## config.mk

```make
export PLATFORM = sky130hd
export DESIGN_NAME = pcdl_regs
export DESIGN_NICKNAME = d
export VERILOG_FILES = /design/src/core/pcdl_pkg.sv /design/src/core/pcdl_regs.sv
export SDC_FILE = /design/constraint.sdc
export NUM_CORES = 1
export LEC_CHECK = 0
export ABC_CLOCK_PERIOD_IN_PS = 3250
export BUFFER_PORTS_ARGS = -buffer_cell sky130_fd_sc_hd__buf_2
export CAP_MARGIN = 20
export CORE_ASPECT_RATIO = 1.75
export CORE_MARGIN = 2
export CORE_UTILIZATION = 58
export DETAILED_ROUTE_END_ITERATION = 7
export PLACE_DENSITY = 0.84
export SKIP_LAST_GASP = 1
export SLEW_MARGIN = 20
export SYNTH_ARGS = -nofsm -noshare
export SYNTH_HDL_FRONTEND = slang
export SYNTH_SLANG_ARGS = --single-unit
```

## constraint.sdc

```tcl
create_clock -name clk_in -period 3.25 [get_ports clk_in]
set_input_delay 0.1625 -clock clk_in [delete_from_list [all_inputs] [get_ports clk_in]]
set_output_delay 0.1625 -clock clk_in [all_outputs]
set_load 0.03 [all_outputs]
```

## src/core/pcdl_pkg.sv

```systemverilog
// shared constants and types of the core voltage and regulator register bank
package pcdl_pkg;
  // register addresses on the serial register port
  localparam logic [7:0] ADDR_CONV_CTRL_ONE  = 8'h04;
  localparam logic [7:0] ADDR_CONV_CTRL_TWO  = 8'h05;
  localparam logic [7:0] ADDR_CORE_TARGET    = 8'h06;
  localparam logic [7:0] ADDR_CORE_SLEW      = 8'h07;
  localparam logic [7:0] ADDR_REG_VOLTAGE    = 8'h08;
  // converter control two fields
  localparam int         CC2_GO_BIT          = 7;
  localparam int         CC2_PIN_SEL_BIT     = 6;
  localparam logic [7:0] CC2_RESET           = 8'h40;
  // regulator voltage fields, bits 7 and 3 reserved
  localparam logic [7:0] REG_VOLTAGE_MASK    = 8'h77;
  // core voltage code defaults: pin low 1.3 V, pin high 1.55 V
  localparam logic [4:0] CORE_DEF_GND        = 5'h14;
  localparam logic [4:0] CORE_DEF_VCC        = 5'h1E;
  localparam logic [4:0] CORE_CODE_MAX       = 5'h1F;
  // slew select
  localparam logic [2:0] SLEW_RESET          = 3'h6;
  localparam logic [2:0] SLEW_IMMEDIATE      = 3'h7;
  localparam int         SLEW_FASTEST_SHIFT  = 6;
  // ramp timing: one code is 25 mV, slowest rate 0.225 mV/us
  localparam int         STEP_UV             = 25000;
  localparam int         SLOW_RATE_UV_PER_US = 225;
  localparam int         CLK_PERIOD_NS       = 10;
  localparam int         SLOW_STEP_NS        = STEP_UV * 1000 / SLOW_RATE_UV_PER_US;
  localparam int         SLOW_STEP_CYC       = SLOW_STEP_NS / CLK_PERIOD_NS;
  localparam int         TIMER_W             = 16;
  // regulator defaults indexed by {reg_b pin, reg_a pin}
  localparam logic [7:0] REG_DEF_00          = 8'h00;
  localparam logic [7:0] REG_DEF_01          = 8'h03;
  localparam logic [7:0] REG_DEF_10          = 8'h30;
  localparam logic [7:0] REG_DEF_11          = 8'h77;

  typedef enum logic [1:0] {
    PCDL_IDLE = 2'b01,
    PCDL_RAMP = 2'b10
  } pcdl_state_t;

  typedef struct packed {
    logic       wr;
    logic       rd;
    logic [7:0] addr;
    logic [7:0] wdata;
  } pcdl_bus_t;

  typedef struct packed {
    logic [2:0]         forced_fixed_pwm;
    logic               go;
    logic               pin_sel;
    logic [2:0]         dis;
    logic [4:0]         target;
    logic [2:0]         slew;
    logic [7:0]         ldo;
    logic [4:0]         code;
    logic [TIMER_W-1:0] timer;
    pcdl_state_t        st;
    logic [7:0]         rdata;
  } pcdl_regs_t;
endpackage

```

## src/core/pcdl_regs.sv

```systemverilog
// core voltage change, discharge and regulator code register bank
`timescale 1ns/10ps

// How it works
// - bits 2,1,0 of address 04h force fixed PWM on system, core, memory bucks.
// - converter control two at 05h, read/write, default 40h.
// - writing 1 to bit 7 starts the core ramp; writing 0 does nothing.
// - trigger clears itself when the internal code reaches the target.
// - pin-default select bit 6 returns to 1 on any of four default events.
// - select 0 uses the register code; select 1 lets the default pin decide.
// - discharge bits discharge a converter output only while it is disabled.
// - core target at 06h, default 14h or 1Eh by pin, bits 7:5 read zero.
// - core target reloads its default on any of the four default events.
// - core code 0 is 0.8 V, 25 mV per code, code 31 is 1.575 V.
// - slew select at 07h, bits 2:0, default 06h, reloaded on undervoltage.
// - slew codes 0 to 6 double the rate from 0.225 mV/us; 7 is immediate.
// - regulator voltage at 08h, default from two pins, reloaded on undervoltage.
// - regulator b code in bits 6:4 selects 1.05 V up to 3.3 V.
// - regulator a code in bits 2:0 selects 1.0 V up to 3.15 V.
module pcdl_regs
  import pcdl_pkg::*;
#(
  parameter int SLOW_STEP_CYCLES = SLOW_STEP_CYC
)(
  // clock, reset, enable
  input  wire logic       clk_in,
  input  wire logic       reset_n_in,
  input  wire logic       ce_in,
  // register port from the serial engine
  input  wire pcdl_bus_t  bus_in,
  output logic [7:0]      rdata_out,
  // default-loading events
  input  wire logic       undervoltage_lockout_in,
  input  wire logic       warm_reset_input_n_in,
  input  wire logic       power_on_reset_output_in,
  input  wire logic       backup_rail_low_in,
  // default pins
  input  wire logic       core_default_pin_in,
  input  wire logic       reg_a_default_pin_in,
  input  wire logic       reg_b_default_pin_in,
  // converter enables: system, core, memory
  input  wire logic [2:0] conv_enabled_in,
  // converter controls
  output logic [2:0]      forced_fixed_pwm_out,
  output logic [2:0]      discharge_active_out,
  output logic            core_use_pin_out,
  output logic [4:0]      core_rail_code_out,
  output logic            core_ramp_busy_out,
  output logic [2:0]      linear_reg_a_code_out,
  output logic [2:0]      linear_reg_b_code_out
);

  if (SLOW_STEP_CYCLES >= (1 << TIMER_W))
  begin : g_timer_fit
    $error("SLOW_STEP_CYCLES does not fit the step timer");
  end
  if ((SLOW_STEP_CYCLES >> SLEW_FASTEST_SHIFT) < 1)
  begin : g_fast_fit
    $error("SLOW_STEP_CYCLES too small for the fastest slew");
  end

  pcdl_regs_t r_ff;
  pcdl_regs_t nxt_r;
  logic       rst_evt;
  logic [4:0] core_def;
  logic [7:0] reg_def;
  logic       wr_cc1;
  logic       wr_cc2;
  logic       wr_tgt;
  logic       wr_slew;
  logic       wr_reg;

  function automatic logic [TIMER_W-1:0] step_cycles(input logic [2:0] s);
    // interval halves as the rate doubles; minus one for a down counter
    return TIMER_W'((SLOW_STEP_CYCLES >> s) - 1);
  endfunction

  assign rst_evt  = undervoltage_lockout_in | ~warm_reset_input_n_in
                  | power_on_reset_output_in | backup_rail_low_in;
  assign core_def = core_default_pin_in ? CORE_DEF_VCC : CORE_DEF_GND;
  assign wr_cc1   = bus_in.wr && (bus_in.addr == ADDR_CONV_CTRL_ONE);
  assign wr_cc2   = bus_in.wr && (bus_in.addr == ADDR_CONV_CTRL_TWO);
  assign wr_tgt   = bus_in.wr && (bus_in.addr == ADDR_CORE_TARGET);
  assign wr_slew  = bus_in.wr && (bus_in.addr == ADDR_CORE_SLEW);
  assign wr_reg   = bus_in.wr && (bus_in.addr == ADDR_REG_VOLTAGE);

  always_comb
  begin
    case ({reg_b_default_pin_in, reg_a_default_pin_in})
      2'b00:   reg_def = REG_DEF_00;
      2'b01:   reg_def = REG_DEF_01;
      2'b10:   reg_def = REG_DEF_10;
      default: reg_def = REG_DEF_11;
    endcase
  end

  always_comb
  begin
    nxt_r = r_ff;
    if (wr_cc1)
      nxt_r.forced_fixed_pwm = bus_in.wdata[2:0];
    if (wr_cc2)
    begin
      nxt_r.pin_sel = bus_in.wdata[CC2_PIN_SEL_BIT];
      nxt_r.dis     = bus_in.wdata[2:0];
    end
    // only five code bits are stored
    if (wr_tgt)
      nxt_r.target = bus_in.wdata[4:0];
    if (wr_slew)
      nxt_r.slew = bus_in.wdata[2:0];
    if (wr_reg)
      nxt_r.ldo = bus_in.wdata & REG_VOLTAGE_MASK;

    case (r_ff.st)
      PCDL_IDLE:
      begin
        if (r_ff.go)
        begin
          nxt_r.st    = PCDL_RAMP;
          nxt_r.timer = step_cycles(r_ff.slew);
        end
      end
      PCDL_RAMP:
      begin
        if (r_ff.code == r_ff.target)
        begin
          // done on code match, not on regulation
          nxt_r.go = 1'b0;
          nxt_r.st = PCDL_IDLE;
        end
        // immediate setting jumps in one step
        else if (r_ff.slew == SLEW_IMMEDIATE)
          nxt_r.code = r_ff.target;
        else if (r_ff.timer == '0)
        begin
          nxt_r.timer = step_cycles(r_ff.slew);
          if (r_ff.code < r_ff.target)
            nxt_r.code = r_ff.code + 5'h01;
          else
            nxt_r.code = r_ff.code - 5'h01;
        end
        else
          nxt_r.timer = r_ff.timer - TIMER_W'(1);
      end
      default:
      begin
        nxt_r.st = PCDL_IDLE;
      end
    endcase

    // a written 1 starts a change and beats the self clear
    if (wr_cc2 && bus_in.wdata[CC2_GO_BIT])
      nxt_r.go = 1'b1;

    if (rst_evt)
    begin
      nxt_r.pin_sel = CC2_RESET[CC2_PIN_SEL_BIT];
      nxt_r.target  = core_def;
    end
    if (undervoltage_lockout_in)
    begin
      nxt_r.forced_fixed_pwm  = '0;
      nxt_r.go    = CC2_RESET[CC2_GO_BIT];
      nxt_r.dis   = CC2_RESET[2:0];
      nxt_r.slew  = SLEW_RESET;
      nxt_r.ldo   = reg_def;
      nxt_r.code  = core_def;
      nxt_r.timer = '0;
      nxt_r.st    = PCDL_IDLE;
    end

    // read data registered on the read strobe, unmapped reads give zero
    if (bus_in.rd)
    begin
      case (bus_in.addr)
        ADDR_CONV_CTRL_ONE: nxt_r.rdata = {5'h00, r_ff.forced_fixed_pwm};
        ADDR_CONV_CTRL_TWO: nxt_r.rdata = {r_ff.go, r_ff.pin_sel, 3'h0, r_ff.dis};
        ADDR_CORE_TARGET:   nxt_r.rdata = {3'h0, r_ff.target};
        ADDR_CORE_SLEW:     nxt_r.rdata = {5'h00, r_ff.slew};
        ADDR_REG_VOLTAGE:   nxt_r.rdata = r_ff.ldo;
        default:            nxt_r.rdata = 8'h00;
      endcase
    end
  end

  // reset holds the gnd-pin core default; the pin level is taken on events
  always_ff @(posedge clk_in or negedge reset_n_in)
  begin
    if (!reset_n_in)
    begin
      r_ff.forced_fixed_pwm    <= '0;
      r_ff.go      <= CC2_RESET[CC2_GO_BIT];
      r_ff.pin_sel <= CC2_RESET[CC2_PIN_SEL_BIT];
      r_ff.dis     <= CC2_RESET[2:0];
      r_ff.target  <= CORE_DEF_GND;
      r_ff.slew    <= SLEW_RESET;
      r_ff.ldo     <= REG_DEF_00;
      r_ff.code    <= CORE_DEF_GND;
      r_ff.timer   <= '0;
      r_ff.st      <= PCDL_IDLE;
      r_ff.rdata   <= 8'h00;
    end
    else if (ce_in)
      r_ff <= nxt_r;
  end

  // pwm selects straight from the register
  assign forced_fixed_pwm_out  = r_ff.forced_fixed_pwm;
  // discharge only while the converter is off
  assign discharge_active_out  = r_ff.dis & ~conv_enabled_in;
  // code drives the core buck unless the pin decides
  assign core_use_pin_out      = r_ff.pin_sel;
  assign core_rail_code_out    = r_ff.code;
  assign core_ramp_busy_out    = r_ff.go;
  assign linear_reg_b_code_out = r_ff.ldo[6:4];
  assign linear_reg_a_code_out = r_ff.ldo[2:0];
  assign rdata_out             = r_ff.rdata;
endmodule

```

# After elaboration in Yosys (flattened, before gate mapping)
# Cells that the tools add are included.
[totals] word_cells=96 input_bits=31 output_inout_bits=27 reg_bits=55
[classes] eq_ne=16 shifts=1 magnitude_cmp=1 bitwise_logic=6 n_mux=27 reduce_logical=30 n_addsub=4
[op_table] cell="$pmux W8 S5" n=1
[op_table] cell="$mux W34" n=1
[op_table] cell="$eq A8 B3 Y1 const B" n=4
[op_table] cell="$mux W16" n=2
[op_table] cell="$pmux W16 S2" n=1
[op_table] cell="$mux W5" n=6
[op_table] cell="$mux W21" n=1
[op_table] cell="$pmux W7 S3" n=1
[op_table] cell="$mux W18" n=1
[op_table] cell="$logic_not A16 Y1" n=1
[op_table] cell="$shr A14 B3 Y16 const A" n=1
[op_table] cell="$sub A16 B1 Y16 const B" n=1
[op_table] cell="$sub A16 B2 Y16 const B" n=1
[op_table] cell="$reduce_and A2 Y1" n=7
[op_table] cell="$reduce_bool A2 Y1" n=7
[op_table] cell="$mux W4" n=3
[op_table] cell="$ne A3 B3 Y1 const B" n=4
[op_table] cell="$reduce_bool A3 Y1" n=4
[op_table] cell="$mux W3" n=3
[op_table] cell="$eq A8 B4 Y1 const B" n=1
[op_table] cell="$mux W8" n=1
[op_table] cell="$logic_and A1 B1 Y1" n=6
[op_table] cell="$reduce_and A3 Y1" n=2
[op_table] cell="$add A5 B1 Y5 const B" n=1
[op_table] cell="other kinds (17)" n=24

# Logic depth before layout (Yosys ltp)
[logic_depth] word_depth=7 mapped_depth=11 depth_no_buf=11

# Worst setup path after synthesis
# No wires, ideal clock.
[synth_path] path_type="reg-to-reg" start="register r_ff[46] (netlist bit)" end="register r_ff, in the netlist core_rail_code_out[4]" stages_incl_launch_ff=12 required_ns=3.161 arrival_time_ns=2.563 setup_slack_ns=0.598 path_buffers=0 synth_period_minus_slack_ns=2.652 setup_ns=0.089 path_cell_list="dfstp_2 -> inv_1 -> ha_1 -> and3_1 -> o21ai_0 -> nand2_1 -> ha_1 -> a21oi_1 -> nand2_1 -> and4_1 -> o311a_1 -> a211oi_1"
[synth_between] elab_chain_cells=7 elab_cells_between_ends=10 cone_classes="1 x order compare; 2 x eq/ne; 6 x mux; 1 x reduce/logical"
[synth_rtl] item="start: declaration" line_no="pcdl_regs.sv:62" rtl="pcdl_regs_t r_ff;"
[synth_rtl] item="start signal: assignment" line_no="pcdl_regs.sv:205" rtl="r_ff <= nxt_r;"
[synth_rtl] item="$lt A5 B5 Y1" line_no="pcdl_regs.sv:138" rtl="if (r_ff.code < r_ff.target)"
[synth_rtl] item="$mux W5" line_no="pcdl_regs.sv:138"
[synth_rtl] item="$mux W5" line_no="pcdl_regs.sv:135" rtl="else if (r_ff.timer == '0)"
[synth_rtl] item="$mux W5" line_no="pcdl_regs.sv:133" rtl="else if (r_ff.slew == SLEW_IMMEDIATE)"
[synth_rtl] item="$mux W21" line_no="pcdl_regs.sv:126" rtl="if (r_ff.code == r_ff.target)"
[synth_rtl] item="$mux W5" line_no="pcdl_regs.sv:115" rtl="case (r_ff.st)"
[synth_rtl] item="$mux W34" line_no="pcdl_regs.sv:161" rtl="if (undervoltage_lockout_in)"
# Parallel ways exist; a longest one is shown, timed or not. The select of a mux whose other input is x is not followed.
# A chain may end at the register's enable or synchronous reset.

# Worst setup path in the final report
# Same ends and word-level chain as after synthesis.

==> reports/results.tsv <==
metric	value	unit
Reg power frac	40.3	%
fin crit share	89.97	%
Synth Register Bits	53	
Crit. End Element	flop	
WP depth	11	
Data arrival, critical path	3.17	ns
Max clock buf depth	2	
total global-route track usage	28.44	%
crit path buf inv count	1	
Synth top area share	30.27	%
Setup Fix Bufs, Post-CTS	0	
post-synth net total	475	
Logic pwr share	40.4	%
clk slew on worst S/H paths	0.10	ns
core area	6181	sq um
Primary FF master, synth	dfrtp_1	
worst-path cell chain	inv_1, ha_1, and3_1, o21ai_0, nand2_1, ha_1, a21oi_1, nand2_1, and4_1, o311a_1, a211oi_1	
WP data required	3.49	ns
DP Wirelength	7404	um
clock group share of total power	19.3	%
switching pwr	835.5	uW
DRC violation total after the first TritonRoute iteration	196	
relative slew slack	45.90	%
GRT overflow	0	
Internal	1206	uW
vias in the first global route	3308	
die area	7095	sq um
critical-path maximum fanout	5	
R2R depth	11	
Placer Congestion	0.8981	
pre-CTS setup slack	0.3571	ns
EDFF count, synth	0	
io pins	58	
Final Hold Fails	0	
die height	109.9	um
Synth Area per Inst	8.712	sq um
Post-synth ARST share	100.0	%
CTS H-Tree Depth	2	
Final min period	2.924	ns
first-pass GRT wire length	15390	um
Worst Tran Pin Value	0.8115	ns
RSZ-0062 raised after global routing	false	
via count	3491	
number of detailed-route iterations in the first pass	8	
CP startpoint kind	flop	
Buffers on Ports	57	
row cnt	38	
clock sinks	53	
CTS buffer count	5	
max_cap viols	0	
status	completed	
top cells by instance count after synthesis	dfrtp_1, nand2_1, nor2_1, o21ai_0, a21oi_1	
# setup viols final	0	
CTS tree	done	
WHS Path Cells	2	
post-CTS sizing	0	
PwrDens	509.4	nW/um^2
initial antenna violation count	0	
Lkg Pwr	0.001815	uW
Die Span X	64.54	um
Fin Setup TNS	0	ns
critical setup path kind	flop to flop	
Fillers	564	
Vias/cell	6.501	
register area share after synthesis	35.92	%
ant diodes	0	
share of post-route cells with drive strength above 1	21.23	%
Worst path top cell family by delay	compound AO/OA/AOI/OAI gates	
clk_skew	0.008075	ns
Synth Cell Area	3720	sq um
final worst slack	0.3261	ns
DRC Markers	0	
Netlist cell types	68	
Net Sw Frac	40.92	%
cell count after synthesis	427	
initial core utilization	60.18	%
latest clock arrival within the worst-skew pair	0.32	ns
top-count cell post-synth	dfrtp_1	
routed len/inst	18.14	um
Critical-path top delay cell	dfstp_2	
post-synth top area cell	dfrtp_1	
Peak VDD IR	485.0	uV
largest net degree at the start of global routing	51	
Syn-to-layout area delta	7.770	%
WL final	9742	um
Peak Freq	342.0	MHz
min-delay worst type	input port to flop	
Final ANT Viol Nets	0	
Final Max Tran Viols	0	
synth top area cells	dfrtp_1, dfstp_2, ha_1	
count of nets after finishing	504	
root buffer cell	clkbuf_8	
Synth Warn #	0	
hold buffer count at cts	0	
Slowest Stage Delay on Critical Path	0.56	ns
==> worst paths after layout <==
path	startpoint	to	slack, ns
max reg2reg	r_ff[46]	core_rail_code_out[4]	0.33
min reg2reg	rdata_out[7]	rdata_out[7]	0.49
min	bus_in[2]	r_ff[41]	0.09
min in group asynchronous	reset_n_in	r_ff[17]	0.39
max	r_ff[46]	core_rail_code_out[4]	0.33
max in group asynchronous	reset_n_in	r_ff[46]	2.23
==> metal layers <==
metal	share of wire, %	routed length, um	track usage, %	up-vias
met4	5.5	537	18.24	0
met3	5.3	512	3.582	35
met1	35	3439	29.85	1680
met2	54	5253	52.60	154
met5	0	0	0	-
li1	-	-	-	1622
==> sequential cells by signal (all words and copies together) (netlist names) <==
register	flops
core_use_pin_out	1
linear_reg_a_code_out	3
core_rail_code_out	5
r_ff	29
linear_reg_b_code_out	3
core_ramp_busy_out	1
rdata_out	8
forced_fixed_pwm_out	3
==> kinds of logic (layout without fill, tap and decap cells) <==
logic type,after synthesis,count (layout),synth area share [%]
buf+inv,59,89,8.408
compound gates,134,134,24.49
simple gates,146,146,20.38
mux,15,15,4.171
xor+xnor,3,3,0.7065
flops,53,53,35.92
fa+ha+maj,17,17,5.920
==> cells in the final DEF (no fill, tap or decap), drive strengths merged, types with 16 or more instances in the layout <==
cell   Yosys  final
a21oi     36     36
dfrtp     45     45
buf       28     64
nand2     40     40
inv       16     16
nor2      36     36
o21ai     36     36
ha        16     16
==> power by group through the flow <==
stage	registers [uW]	logic (uW)	clock network, uW
CTS	819	818	400
floorplan	806	676	0
global placement	827	790	0
finish	822	825	394
detailed placement	832	813	0
global route	831	909	420
==> final cells by class <==
cell class | instances | area (sq um) | share of cell area [%]
clock buffers | 5 | 68.82 | 1.717
clock inverters | 3 | 22.52 | 0.5618
inverters | 16 | 60.06 | 1.498
multi-input cells | 315 | 2071 | 51.65
flip-flops and latches | 53 | 1336 | 33.33
well taps | 80 | 100.1 | 2.497
repair buffers | 65 | 350.3 | 8.739
==> metrics by stage <==
| stage | power [uW] | hold WS (ns) | cells | instance area, sq um | utilization (%) |
|---|---|---|---|---|---|
| after CTS | 2038 | 0.08973 | 536 | 3996 | 64.66 |
| final | 2042 | 0.09493 | 537 | 4009 | 64.86 |
| after global placement | 1618 | 0.4285 | 528 | 3905 | 63.18 |
| after global routing | 2160 | 0.09200 | 537 | 4009 | 64.86 |
| after detailed placement | 1645 | 0.4313 | 528 | 3905 | 63.18 |
| after floorplan | 1482 | -0.1331 | 427 | 3720 | - |
(Power assumes the default switching activity.)
